`config.mk`:
```
export PLATFORM = sky130hd
export DESIGN_NAME = admcc_top
export DESIGN_NICKNAME = d
export VERILOG_FILES = /design/src/rtl/admcc_pkg.sv /design/src/rtl/admcc_clk_src.sv /design/src/rtl/admcc_buf2.sv /design/src/rtl/admcc_top.sv
export VERILOG_INCLUDE_DIRS = /design/src /design/src/rtl
export SDC_FILE = /design/constraint.sdc
export NUM_CORES = 1
export LEC_CHECK = 0
export BUFFER_PORTS_ARGS = -buffer_cell sky130_fd_sc_hd__buf_2
export CORE_ASPECT_RATIO = 0.75
export CORE_MARGIN = 2
export CORE_UTILIZATION = 55
export CTS_CLUSTER_DIAMETER = 120
export DETAILED_ROUTE_END_ITERATION = 6
export PLACE_DENSITY_LB_ADDON = 0.2
export SLEW_MARGIN = 20
export SYNTH_ARGS = -nofsm -noshare
export SYNTH_HDL_FRONTEND = slang
export SYNTH_SLANG_ARGS = --single-unit
```
`constraint.sdc`:
```
create_clock -name clk_sys -period 2.7 [get_ports clk_sys]
set_input_delay 0.27 -clock clk_sys [delete_from_list [all_inputs] [get_ports clk_sys]]
set_output_delay 0.27 -clock clk_sys [all_outputs]
set_load 0.1 [all_outputs]
```
`src/rtl/admcc_consts.svh`:
```
// Constants for the ADC mode and clock control block
`ifndef ADMCC_CONSTS_SVH
`define ADMCC_CONSTS_SVH
// System and internal oscillator rates, kHz
`define ADMCC_SYS_KHZ     125000
`define ADMCC_INT_KHZ     64
// Half period of the internal clock in system cycles
`define ADMCC_HALF_CNT    (`ADMCC_SYS_KHZ / (2 * `ADMCC_INT_KHZ))
// Clock source codes
`define ADMCC_SRC_INT     2'h0
`define ADMCC_SRC_INT_OUT 2'h1
`define ADMCC_SRC_EXT     2'h2
`define ADMCC_SRC_EXT_DIV 2'h3
// Mode register fields
`define ADMCC_MD_HI       15
`define ADMCC_MD_LO       13
`define ADMCC_AMPCM_BIT   9
`define ADMCC_SRC_HI      7
`define ADMCC_SRC_LO      6
`define ADMCC_CHOPDIS_BIT 4
`define ADMCC_FS_HI       3
`define ADMCC_FS_LO       0
`define ADMCC_MODE_RST    16'h0000
// Operating mode codes
`define ADMCC_MD_CONT     3'h0
`define ADMCC_MD_SINGLE   3'h1
`define ADMCC_MD_PDOWN    3'h3
// Command byte fields and register addresses
`define ADMCC_CMD_WEN     7
`define ADMCC_CMD_RD      6
`define ADMCC_CMD_AHI     5
`define ADMCC_CMD_ALO     3
`define ADMCC_CMD_CREAD   2
`define ADMCC_ADDR_STAT   3'h0
`define ADMCC_ADDR_MODE   3'h1
`define ADMCC_ADDR_DATA   3'h3
// Transfer lengths in bits
`define ADMCC_LEN_BYTE    5'h08
`define ADMCC_LEN_MODE    5'h10
`define ADMCC_LEN_DATA    5'h18
// Conversion period is (rate select + 1) * 16 conversion clock ticks
`define ADMCC_RATE_PAD    4'h0
`endif

```
`src/rtl/admcc_pkg.sv`:
```
// Types for the ADC mode and clock control block
package admcc_pkg;
  typedef enum logic [1:0] {
    SER_CMD = 2'b00,
    SER_WR  = 2'b01,
    SER_RD  = 2'b11,
    SER_CRD = 2'b10
  } admcc_ser_t;
endpackage : admcc_pkg

```
`src/rtl/admcc_clk_src.sv`:
```
// Conversion clock source select and tick generator
`include "admcc_consts.svh"
module admcc_clk_src
  import admcc_pkg::*;
(
  input  wire logic       clk_sys,
  input  wire logic       rst_b,
  input  wire logic [1:0] clk_src,
  input  wire logic       ext_clk_i,
  output logic            adc_tick,
  output logic            int_clk_lvl
);
  logic [9:0] half_cnt_ff;
  logic [9:0] nxt_half_cnt;
  logic       int_lvl_ff;
  logic       nxt_int_lvl;
  logic       ext_prev_ff;
  logic       div_ff;
  logic       nxt_div;
  logic       wrap;
  logic       ext_rise;

  // Divider for the internal oscillator and external edge handling
  always_comb begin
    wrap = (half_cnt_ff == 10'(`ADMCC_HALF_CNT - 1));
    nxt_half_cnt = wrap ? 10'h000 : half_cnt_ff + 10'h001;
    nxt_int_lvl = wrap ? !int_lvl_ff : int_lvl_ff;
    ext_rise = ext_clk_i & !ext_prev_ff;
    nxt_div = div_ff;
    if (clk_src == `ADMCC_SRC_EXT_DIV && ext_rise) begin
      nxt_div = !div_ff; // RULE3
    end
    case (clk_src)
      `ADMCC_SRC_INT,
      `ADMCC_SRC_INT_OUT: adc_tick = wrap & !int_lvl_ff;
      `ADMCC_SRC_EXT:     adc_tick = ext_rise;
      `ADMCC_SRC_EXT_DIV: adc_tick = ext_rise & div_ff; // RULE3
      default:            adc_tick = 1'b0;
    endcase
  end

  always_ff @(posedge clk_sys or negedge rst_b) begin
    if (!rst_b) begin
      half_cnt_ff <= 10'h000;
      int_lvl_ff  <= 1'b0;
      ext_prev_ff <= 1'b0;
      div_ff      <= 1'b0;
    end else begin
      half_cnt_ff <= nxt_half_cnt;
      int_lvl_ff  <= nxt_int_lvl;
      ext_prev_ff <= ext_clk_i;
      div_ff      <= nxt_div;
    end
  end

  assign int_clk_lvl = int_lvl_ff;
endmodule : admcc_clk_src

```
`src/rtl/admcc_buf2.sv`:
```
// Two-entry result buffer with valid and ready on both sides
module admcc_buf2
  import admcc_pkg::*;
(
  input  wire logic        clk_sys,
  input  wire logic        rst_b,
  input  wire logic        in_valid,
  output logic             in_ready,
  input  wire logic [23:0] in_data,
  output logic             out_valid,
  input  wire logic        out_ready,
  output logic [23:0]      out_data
);
  logic [23:0] mem_ff [2];
  logic [23:0] nxt_mem [2];
  logic        wr_ptr_ff;
  logic        nxt_wr_ptr;
  logic        rd_ptr_ff;
  logic        nxt_rd_ptr;
  logic [1:0]  cnt_ff;
  logic [1:0]  nxt_cnt;
  logic        push;
  logic        pop;

  // Pointer and count update
  always_comb begin
    in_ready = (cnt_ff != 2'h2);
    out_valid = (cnt_ff != 2'h0);
    out_data = mem_ff[rd_ptr_ff];
    push = in_valid & in_ready;
    pop = out_valid & out_ready;
    nxt_mem = mem_ff;
    if (push) begin
      nxt_mem[wr_ptr_ff] = in_data;
    end
    nxt_wr_ptr = wr_ptr_ff ^ push;
    nxt_rd_ptr = rd_ptr_ff ^ pop;
    nxt_cnt = cnt_ff + {1'b0, push} - {1'b0, pop};
  end

  always_ff @(posedge clk_sys or negedge rst_b) begin
    if (!rst_b) begin
      mem_ff[0] <= 24'h00_0000;
      mem_ff[1] <= 24'h00_0000;
      wr_ptr_ff <= 1'b0;
      rd_ptr_ff <= 1'b0;
      cnt_ff    <= 2'h0;
    end else begin
      mem_ff    <= nxt_mem;
      wr_ptr_ff <= nxt_wr_ptr;
      rd_ptr_ff <= nxt_rd_ptr;
      cnt_ff    <= nxt_cnt;
    end
  end
endmodule : admcc_buf2

```
`src/rtl/admcc_top.sv`:
```
// ADC mode register, clock source, conversion timing and serial port
`include "admcc_consts.svh"
// How it works
// [RULE1] Source 01: internal 64 kHz clock, also driven out on clock pin.
// [RULE2] Source 10: outside party supplies 64 kHz, duty within 45:55.
// [RULE3] Source 11: external clock is halved to make conversion clock.
// [RULE4] Software writes zero to mode bit 5.
// [RULE5] Chop-disable bit 4 clear after reset; setting it stops chopping.
// [RULE6] Software should set amp common-mode bit when chop is off.
// [RULE7] Mode bits 3..0 pick the update rate, setting conversion period.
// [RULE8] Mode field zero is continuous conversion, the reset mode.
// [RULE9] Continuous mode converts back to back, loading each result; here a full buffer with a result pending stalls the next conversion.
// [RULE10] Ready flag goes low when a finished result is available.
// [RULE11] Continuous read shifts each result out without any command.
// [RULE12] Otherwise a read command makes the data register shift out.
// [RULE13] First result after two periods with chop, one without.
// [RULE14] Later results follow every period, chop on or off.
// [RULE15] Operating mode field sits in mode bits 15..13.
// [RULE16] Source 00: internal 64 kHz clock, clock pin not driven.
// [RULE17] Single mode: one conversion, ready low, then power-down.
// [RULE18] Ready flag rises once the result has been fully read.
module admcc_top
  import admcc_pkg::*;
(
  input  wire logic        clk_sys,
  input  wire logic        rst_b,
  input  wire logic        sclk,
  input  wire logic        cs_b,
  input  wire logic        din,
  output logic             dout,
  output logic             rdy_b,
  input  wire logic        clk_pin_i,
  output logic             clk_pin_o,
  output logic             clk_pin_oe,
  input  wire logic [23:0] filter_data,
  output logic             chop_active,
  output logic             amp_common_mode_narrow,
  output logic [3:0]       update_rate_select,
  output logic             modulator_run
);

  logic [15:0] mode_ff;
  logic [15:0] nxt_mode;
  admcc_ser_t  ser_st_ff;
  admcc_ser_t  nxt_ser_st;
  logic [4:0]  bit_cnt_ff;
  logic [4:0]  nxt_bit_cnt;
  logic [4:0]  len_ff;
  logic [4:0]  nxt_len;
  logic [2:0]  rd_addr_ff;
  logic [2:0]  nxt_rd_addr;
  logic        cread_ff;
  logic        nxt_cread;
  logic        held_ff;
  logic        nxt_held;
  logic [15:0] shin_ff;
  logic [15:0] nxt_shin;
  logic [23:0] shout_ff;
  logic [23:0] nxt_shout;
  logic        sclk_prev_ff;
  logic        dout_ff;
  logic        nxt_dout;
  logic [8:0]  tick_cnt_ff;
  logic [8:0]  nxt_tick_cnt;
  logic [1:0]  per_cnt_ff;
  logic [1:0]  nxt_per_cnt;
  logic        first_ff;
  logic        nxt_first;
  logic        pend_ff;
  logic        nxt_pend;
  logic [23:0] result_ff;
  logic [23:0] nxt_result;
  logic        rdy_b_ff;
  logic        clk_o_ff;
  logic        clk_oe_ff;
  logic        chop_ff;
  logic        ampcm_ff;
  logic [3:0]  fs_ff;
  logic        run_ff;
  logic        adc_tick;
  logic        int_lvl;
  logic        in_ready;
  logic        out_valid;
  logic [23:0] out_data;
  logic        pop;
  logic        wr_mode;
  logic        go_pdown;
  logic        conv_done;
  logic        sclk_rise;
  logic        sclk_fall;
  logic [7:0]  cmd;
  logic [15:0] wr_val;
  logic [23:0] rd_word;
  logic [2:0]  md;
  logic [1:0]  clk_src;
  logic        chop_on;
  logic        converting;
  logic [4:0]  fs_p1;
  logic [8:0]  period_m1;

  // Mode register fields
  assign md = mode_ff[`ADMCC_MD_HI:`ADMCC_MD_LO]; // RULE15
  assign clk_src = mode_ff[`ADMCC_SRC_HI:`ADMCC_SRC_LO];
  assign chop_on = !mode_ff[`ADMCC_CHOPDIS_BIT]; // RULE5
  assign converting = (md == `ADMCC_MD_CONT) || (md == `ADMCC_MD_SINGLE);

  admcc_clk_src u_clk_src (
    .clk_sys     (clk_sys),
    .rst_b       (rst_b),
    .clk_src     (clk_src),
    .ext_clk_i   (clk_pin_i),
    .adc_tick    (adc_tick),
    .int_clk_lvl (int_lvl)
  );

  // Results wait here while the host is slow to read them
  admcc_buf2 u_buf (
    .clk_sys   (clk_sys),
    .rst_b     (rst_b),
    .in_valid  (pend_ff),
    .in_ready  (in_ready),
    .in_data   (result_ff),
    .out_valid (out_valid),
    .out_ready (pop),
    .out_data  (out_data)
  );

  // Register read word, left aligned in the shifter
  function automatic logic [23:0] reg_word(input logic [2:0]  a,
                                           input logic [15:0] m,
                                           input logic        r,
                                           input logic [23:0] d);
    case (a)
      `ADMCC_ADDR_STAT: reg_word = {r, 23'h00_0000};
      `ADMCC_ADDR_MODE: reg_word = {m, 8'h00};
      `ADMCC_ADDR_DATA: reg_word = d;
      default:          reg_word = 24'h00_0000;
    endcase
  endfunction : reg_word

  function automatic logic [4:0] reg_len(input logic [2:0] a);
    case (a)
      `ADMCC_ADDR_MODE: reg_len = `ADMCC_LEN_MODE;
      `ADMCC_ADDR_DATA: reg_len = `ADMCC_LEN_DATA;
      default:          reg_len = `ADMCC_LEN_BYTE;
    endcase
  endfunction : reg_len

  // Serial port: sample on rising sclk, change dout on falling sclk
  always_comb begin
    sclk_rise = sclk & !sclk_prev_ff;
    sclk_fall = !sclk & sclk_prev_ff;
    cmd = {shin_ff[6:0], din};
    wr_val = {shin_ff[14:0], din};
    rd_word = reg_word(rd_addr_ff, mode_ff, rdy_b_ff, out_data);
    nxt_ser_st = ser_st_ff;
    nxt_bit_cnt = bit_cnt_ff;
    nxt_len = len_ff;
    nxt_rd_addr = rd_addr_ff;
    nxt_cread = cread_ff;
    nxt_held = held_ff;
    nxt_shin = shin_ff;
    nxt_shout = shout_ff;
    nxt_dout = dout_ff;
    wr_mode = 1'b0;
    pop = 1'b0;
    if (cs_b) begin
      // Deselect aborts any transfer and leaves continuous read
      nxt_ser_st = SER_CMD;
      nxt_bit_cnt = 5'h00;
      nxt_cread = 1'b0;
    end else begin
      case (ser_st_ff)
        SER_CMD: begin
          if (sclk_rise) begin
            nxt_shin = {shin_ff[14:0], din};
            nxt_bit_cnt = bit_cnt_ff + 5'h01;
            if (bit_cnt_ff == `ADMCC_LEN_BYTE - 5'h01) begin
              nxt_bit_cnt = 5'h00;
              // A set enable bit means the byte is not a command
              if (!cmd[`ADMCC_CMD_WEN]) begin
                nxt_rd_addr = cmd[`ADMCC_CMD_AHI:`ADMCC_CMD_ALO];
                nxt_len = reg_len(cmd[`ADMCC_CMD_AHI:`ADMCC_CMD_ALO]);
                if (!cmd[`ADMCC_CMD_RD]) begin
                  nxt_ser_st = SER_WR;
                end else if (cmd[`ADMCC_CMD_CREAD] &&
                             cmd[`ADMCC_CMD_AHI:`ADMCC_CMD_ALO] ==
                             `ADMCC_ADDR_DATA) begin
                  nxt_ser_st = SER_CRD; // RULE11
                  nxt_cread = 1'b1;
                end else begin
                  nxt_ser_st = SER_RD; // RULE12
                end
              end
            end
          end
        end
        SER_WR: begin
          if (sclk_rise) begin
            nxt_shin = wr_val;
            nxt_bit_cnt = bit_cnt_ff + 5'h01;
            if (bit_cnt_ff == len_ff - 5'h01) begin
              nxt_bit_cnt = 5'h00;
              nxt_ser_st = SER_CMD;
              wr_mode = (rd_addr_ff == `ADMCC_ADDR_MODE);
            end
          end
        end
        SER_RD: begin
          if (sclk_fall) begin
            if (bit_cnt_ff == 5'h00) begin
              nxt_shout = rd_word; // RULE12
              nxt_dout = rd_word[23];
              nxt_held = out_valid && (rd_addr_ff == `ADMCC_ADDR_DATA);
            end else begin
              nxt_shout = {shout_ff[22:0], 1'b0};
              nxt_dout = shout_ff[22];
            end
          end
          if (sclk_rise) begin
            nxt_bit_cnt = bit_cnt_ff + 5'h01;
            if (bit_cnt_ff == len_ff - 5'h01) begin
              nxt_bit_cnt = 5'h00;
              pop = held_ff; // RULE18
              nxt_held = 1'b0;
              nxt_ser_st = cread_ff ? SER_CRD : SER_CMD;
            end
          end
        end
        SER_CRD: begin
          // Falling edges before a result is ready are ignored
          if (sclk_fall && out_valid) begin
            nxt_shout = out_data; // RULE11
            nxt_dout = out_data[23];
            nxt_held = 1'b1;
            nxt_len = `ADMCC_LEN_DATA;
            nxt_rd_addr = `ADMCC_ADDR_DATA;
            nxt_bit_cnt = 5'h00;
            nxt_ser_st = SER_RD;
          end
        end
        default: nxt_ser_st = SER_CMD;
      endcase
    end
  end

  always_ff @(posedge clk_sys or negedge rst_b) begin
    if (!rst_b) begin
      ser_st_ff    <= SER_CMD;
      bit_cnt_ff   <= 5'h00;
      len_ff       <= `ADMCC_LEN_BYTE;
      rd_addr_ff   <= `ADMCC_ADDR_STAT;
      cread_ff     <= 1'b0;
      held_ff      <= 1'b0;
      shin_ff      <= 16'h0000;
      shout_ff     <= 24'h00_0000;
      sclk_prev_ff <= 1'b1;
      dout_ff      <= 1'b0;
    end else begin
      ser_st_ff    <= nxt_ser_st;
      bit_cnt_ff   <= nxt_bit_cnt;
      len_ff       <= nxt_len;
      rd_addr_ff   <= nxt_rd_addr;
      cread_ff     <= nxt_cread;
      held_ff      <= nxt_held;
      shin_ff      <= nxt_shin;
      shout_ff     <= nxt_shout;
      sclk_prev_ff <= sclk;
      dout_ff      <= nxt_dout;
    end
  end

  // Mode register: host writes win over the single-shot power-down
  always_comb begin
    nxt_mode = mode_ff;
    if (wr_mode) begin
      nxt_mode = wr_val;
    end else if (go_pdown) begin
      nxt_mode[`ADMCC_MD_HI:`ADMCC_MD_LO] = `ADMCC_MD_PDOWN; // RULE17
    end
  end

  always_ff @(posedge clk_sys or negedge rst_b) begin
    if (!rst_b) begin
      mode_ff <= `ADMCC_MODE_RST; // RULE8 RULE5
    end else begin
      mode_ff <= nxt_mode;
    end
  end

  // Conversion timing; a full buffer stalls the next conversion
  always_comb begin
    fs_p1 = {1'b0, mode_ff[`ADMCC_FS_HI:`ADMCC_FS_LO]} + 5'h01;
    period_m1 = {fs_p1, `ADMCC_RATE_PAD} - 9'h001; // RULE7
    nxt_tick_cnt = tick_cnt_ff;
    nxt_per_cnt = per_cnt_ff;
    nxt_first = first_ff;
    nxt_pend = pend_ff;
    nxt_result = result_ff;
    conv_done = 1'b0;
    go_pdown = 1'b0;
    if (wr_mode) begin
      // A new setting restarts the filter settling
      nxt_tick_cnt = 9'h000;
      nxt_per_cnt = 2'h0;
      nxt_first = 1'b1;
      nxt_pend = 1'b0;
    end else begin
      if (pend_ff && in_ready) begin
        nxt_pend = 1'b0;
        go_pdown = (md == `ADMCC_MD_SINGLE); // RULE17
      end
      if (adc_tick && converting && !pend_ff) begin
        if (tick_cnt_ff == period_m1) begin
          nxt_tick_cnt = 9'h000;
          if (first_ff && chop_on && per_cnt_ff == 2'h0) begin
            nxt_per_cnt = 2'h1; // RULE13
          end else begin
            nxt_per_cnt = 2'h0; // RULE14
            nxt_first = 1'b0;
            nxt_pend = 1'b1; // RULE9
            nxt_result = filter_data;
            conv_done = 1'b1;
          end
        end else begin
          nxt_tick_cnt = tick_cnt_ff + 9'h001;
        end
      end
    end
  end

  always_ff @(posedge clk_sys or negedge rst_b) begin
    if (!rst_b) begin
      tick_cnt_ff <= 9'h000;
      per_cnt_ff  <= 2'h0;
      first_ff    <= 1'b1;
      pend_ff     <= 1'b0;
      result_ff   <= 24'h00_0000;
    end else begin
      tick_cnt_ff <= nxt_tick_cnt;
      per_cnt_ff  <= nxt_per_cnt;
      first_ff    <= nxt_first;
      pend_ff     <= nxt_pend;
      result_ff   <= nxt_result;
    end
  end

  // Registered outputs
  always_ff @(posedge clk_sys or negedge rst_b) begin
    if (!rst_b) begin
      rdy_b_ff  <= 1'b1;
      clk_o_ff  <= 1'b0;
      clk_oe_ff <= 1'b0;
      chop_ff   <= 1'b1;
      ampcm_ff  <= 1'b0;
      fs_ff     <= 4'h0;
      run_ff    <= 1'b0;
    end else begin
      rdy_b_ff  <= !out_valid; // RULE10 RULE18
      clk_oe_ff <= (clk_src == `ADMCC_SRC_INT_OUT); // RULE1 RULE16
      clk_o_ff  <= int_lvl & (clk_src == `ADMCC_SRC_INT_OUT); // RULE1
      chop_ff   <= chop_on; // RULE5
      ampcm_ff  <= mode_ff[`ADMCC_AMPCM_BIT];
      fs_ff     <= mode_ff[`ADMCC_FS_HI:`ADMCC_FS_LO]; // RULE7
      run_ff    <= converting;
    end
  end

  assign dout = dout_ff;
  assign rdy_b = rdy_b_ff;
  assign clk_pin_o = clk_o_ff;
  assign clk_pin_oe = clk_oe_ff;
  assign chop_active = chop_ff;
  assign amp_common_mode_narrow = ampcm_ff;
  assign update_rate_select = fs_ff;
  assign modulator_run = run_ff;
endmodule : admcc_top

```
==> impl_metrics.yaml <==
clocking:
  cts_num_sinks: 181
  clk-insertion-delay-late_ps: 420
  htree_levels: 4
  tritoncts_clock_tree: "built"
  numCtsBuffers: 17
  clock_path_buffers: 2
  cts_setup_buffers: 0
  cts_root_buffer: "sky130_fd_sc_hd__clkbuf_16"
  path_clk_slew_ps: 60
synthesis:
  synthXorXnorAreaFrac: 0.0181
  ys_warn_count: 0
  synth_edf_count: 0
  yosys.cell_types.count: 63
  area_share_of_and_or_nand_nor_cells_after_synthesis: 0.114
  ys_ff_latch: 181
  post_synth_mux_area_share: 0.158
  netlist.top_cell.by_area: "sky130_fd_sc_hd__dfrtp_1"
  main_combinational_cell_family_by_area_after_synthesis: "multiplexers"
  synth_top_flop_cell: "sky130_fd_sc_hd__dfrtp_1"
  post-synth-top-count-cell: "sky130_fd_sc_hd__dfrtp_1"
  synth_seq_area_share: 0.550
  complex_gate_fraction_of_the_synthesized_area: 0.117
  post-synth-top-area-fraction: 0.534
  synth_adder_area_share: 0.0137
  postSynthNetCount: 742
  post_synth_main_area_contributors: "sky130_fd_sc_hd__dfrtp_1 (53%), sky130_fd_sc_hd__mux2_2 (9.3%), sky130_fd_sc_hd__nand2_1 (3.7%), sky130_fd_sc_hd__mux2_4 (3.3%), sky130_fd_sc_hd__mux2i_1 (3.3%)"
  synth.cells.most_frequent: "sky130_fd_sc_hd__dfrtp_1 (176), sky130_fd_sc_hd__nand2_1 (82), sky130_fd_sc_hd__mux2_2 (68)"
  asyncSetResetFlopFracSynth: 1.00
  netlist_area_mm2: 0.00824
  synth_area_per_cell_um2: 11.7
  synthCells: 703
die:
  floorplan.die.height_um: 110
  boundaryPins: 41
  initial_utilization: 0.567
  core_area_mm2: 0.0145
  floorplan.die_area_mm2: 0.0160
  fp-row-count: 38
  floorplan.die.width_um: 145
run_status:
  run_status: "finished clean"
route:
  count_of_routing_violations_after_the_opening_detailed_route_iteration: 439
  routed_wire_length_per_instance_um: 18.0
  post-route-drc-count: 0
  vias: 5599
  dr.pass1.iters: 6
  wl_mm: 17.3
  routed_via_density: 5.82
  ant_nets: 0
power_and_ir_drop:
  p_leak_nw: 4.19
  power_density_mw_per_mm2: 680
  power.ir.vdd_worst_mv: 0.560
sta:
  final.setup.tns_ps: 0
  worst-slew-pin-transition_ps: 696
  finalClockSkew_ps: 9.72
  timing_hold_violations_final: 0
  timing.final.crit_period_ps: 2520
  maxSlewHeadroom: 0.533
  rsz0062_at_grt: "false"
  achievable-frequency_ghz: 0.397
  whs_ps: 72.9
  drv_slew: 0
  finalCritPeriodShare: 0.932
  final-setup-viol-count: 0
global_route:
  pin_count_of_the_biggest_net_entering_global_routing: 58
  number_of_antenna_violations_at_the_first_check_in_global_routing: 0
  overall_overflow_remaining_after_global_route: 0
  grtUsageTotal: 0.231
  grt_pass1_wl_mm: 28.9
  grt_pass1_vias: 5695
final_layout:
  area.growth.synth_to_final_pct: 13.9
  final_nets: 791
  multi_input_comb_area_mm2: 0.00348
  layout.filler_cells: 1102
  layoutNonFillerInstCount: 962
  area.sequential_mm2: 0.00454
  num_antenna_cells: 0
  drive_gt1_frac: 0.257
critical_path:
  crit_type: "reg -> reg"
  timing.critical_path.from_type: "flip-flop"
  cp.required_ps: 3000
  setup.worst_path.end_class: "flip-flop"
  crit_path_max_fanout: 26
  worstPathArrival_ps: 2820
place:
  placed_cells: 930
  routabilityCongestion: 0.852
  buffer_ports.inserted: 40
  place_hpwl_mm: 12.1
min_path:
  class_of_the_most_critical_hold_timing_path: "in -> reg"
job:
  cap_viol_max_count: 0
flip-flops by register name (all words and copies together) (netlist names), 2 cells and up:
| register | count |
|---|---|
| u_buf.mem_ff | 48 |
| result_ff | 24 |
| shout_ff | 23 |
| mode_ff | 16 |
| shin_ff | 15 |
| u_clk_src.half_cnt_ff | 10 |
| tick_cnt_ff | 9 |
| bit_cnt_ff | 5 |
| update_rate_select | 4 |
| rd_addr_ff | 3 |
| len_ff | 2 |
| ser_st_ff | 2 |
| u_buf.cnt_ff | 2 |
routing by layer:
layer | track usage | wire, µm | vias up
met5 | 0 | 0 | -
met4 | 0.0819 | 198 | 0
met3 | 0.0428 | 851 | 16
met2 | 0.367 | 8150 | 153
met1 | 0.326 | 8150 | 2803
li1 | - | - | 2627
worst max-delay path: stages, from the launching register on:
cell and delay [ps]:
sky130_fd_sc_hd__dfrtp_1 390, sky130_fd_sc_hd__ha_1 210, sky130_fd_sc_hd__nand3_2 160, sky130_fd_sc_hd__or4b_4 600, sky130_fd_sc_hd__a21oi_4 160, sky130_fd_sc_hd__and4bb_1 260, sky130_fd_sc_hd__buf_12 230, sky130_fd_sc_hd__mux2_2 360
path summary, 6_finish.rpt:
path,slack [ps],to,start,cells past startpoint
max reg2reg,180,result_ff[4],u_clk_src.half_cnt_ff[0],7
min in group asynchronous,370,shout_ff[3],rst_b,2
min,70,result_ff[21],filter_data[21],2
min reg2reg,420,amp_common_mode_narrow,mode_ff[9],0
max in group asynchronous,1550,rdy_b,rst_b,3
max,180,result_ff[4],u_clk_src.half_cnt_ff[0],7
where the power goes:
part | switching, mW | internal (mW)
Clock | 0.979 | 1.54
Sequential | 0.226 | 2.97
Combinational | 0.356 | 0.311
cell families after synthesis:
family	count (synthesis)
fa+ha+maj	9
xor+xnor	17
simple gates	191
compound gates	139
flops	181
mux	113
buf+inv	53
cells in the final DEF, fill, tap and decap left out, types with 4 or more instances in the layout:
cell type,Yosys,layout
sky130_fd_sc_hd__a21oi_1,26,25
sky130_fd_sc_hd__a22oi_1,16,16
sky130_fd_sc_hd__a31oi_1,6,6
sky130_fd_sc_hd__and2_1,4,4
sky130_fd_sc_hd__buf_12,2,4
sky130_fd_sc_hd__buf_2,2,39
sky130_fd_sc_hd__buf_4,0,20
sky130_fd_sc_hd__clkbuf_16,0,17
sky130_fd_sc_hd__clkbuf_8,0,4
sky130_fd_sc_hd__dfrtp_1,176,176
sky130_fd_sc_hd__dfstp_2,5,5
sky130_fd_sc_hd__ha_1,9,9
sky130_fd_sc_hd__inv_1,16,16
sky130_fd_sc_hd__mux2_2,68,68
sky130_fd_sc_hd__mux2_4,18,18
sky130_fd_sc_hd__mux2i_1,27,27
sky130_fd_sc_hd__nand2_1,82,82
sky130_fd_sc_hd__nand2b_1,5,5
sky130_fd_sc_hd__nand3_1,10,10
sky130_fd_sc_hd__nand4_1,5,5
sky130_fd_sc_hd__nor2_1,39,39
sky130_fd_sc_hd__nor2b_1,6,6
sky130_fd_sc_hd__nor3_1,10,10
sky130_fd_sc_hd__nor3b_1,4,4
sky130_fd_sc_hd__o211ai_1,11,11
sky130_fd_sc_hd__o21a_1,15,15
sky130_fd_sc_hd__o21ai_0,25,25
sky130_fd_sc_hd__o221ai_1,18,18
sky130_fd_sc_hd__xnor2_1,10,10
sky130_fd_sc_hd__xor2_1,7,7
repair_timing:
action,CTS,global route
endpoints found under the hold margin,54,0
hold buffers,3,0
endpoints found under the setup margin,0,1
resized for setup,0,1
stage by stage:
step,instance area [µm²],power [mW],worst slack [ps],util
2_1_floorplan,8240,3.65,254,-
3_3_place_gp,8750,3.87,262,0.602
3_5_place_dp,8750,3.91,192,0.602
4_1_cts,9390,6.44,187,0.645
5_1_grt,9390,6.67,79.3,0.646
6_report,9390,6.39,184,0.646
layout make-up:
| cell class | count | share of cell area |
|---|---|---|
| clock buffer | 22 | 0.0516 |
| inverter | 16 | 0.00639 |
| sequential | 181 | 0.483 |
| multi-input combinational | 469 | 0.370 |
| timing repair buffer | 67 | 0.0497 |
| clock inverter | 7 | 0.0128 |
| tap | 200 | 0.0266 |
Power figures use the tool's default switching activity.
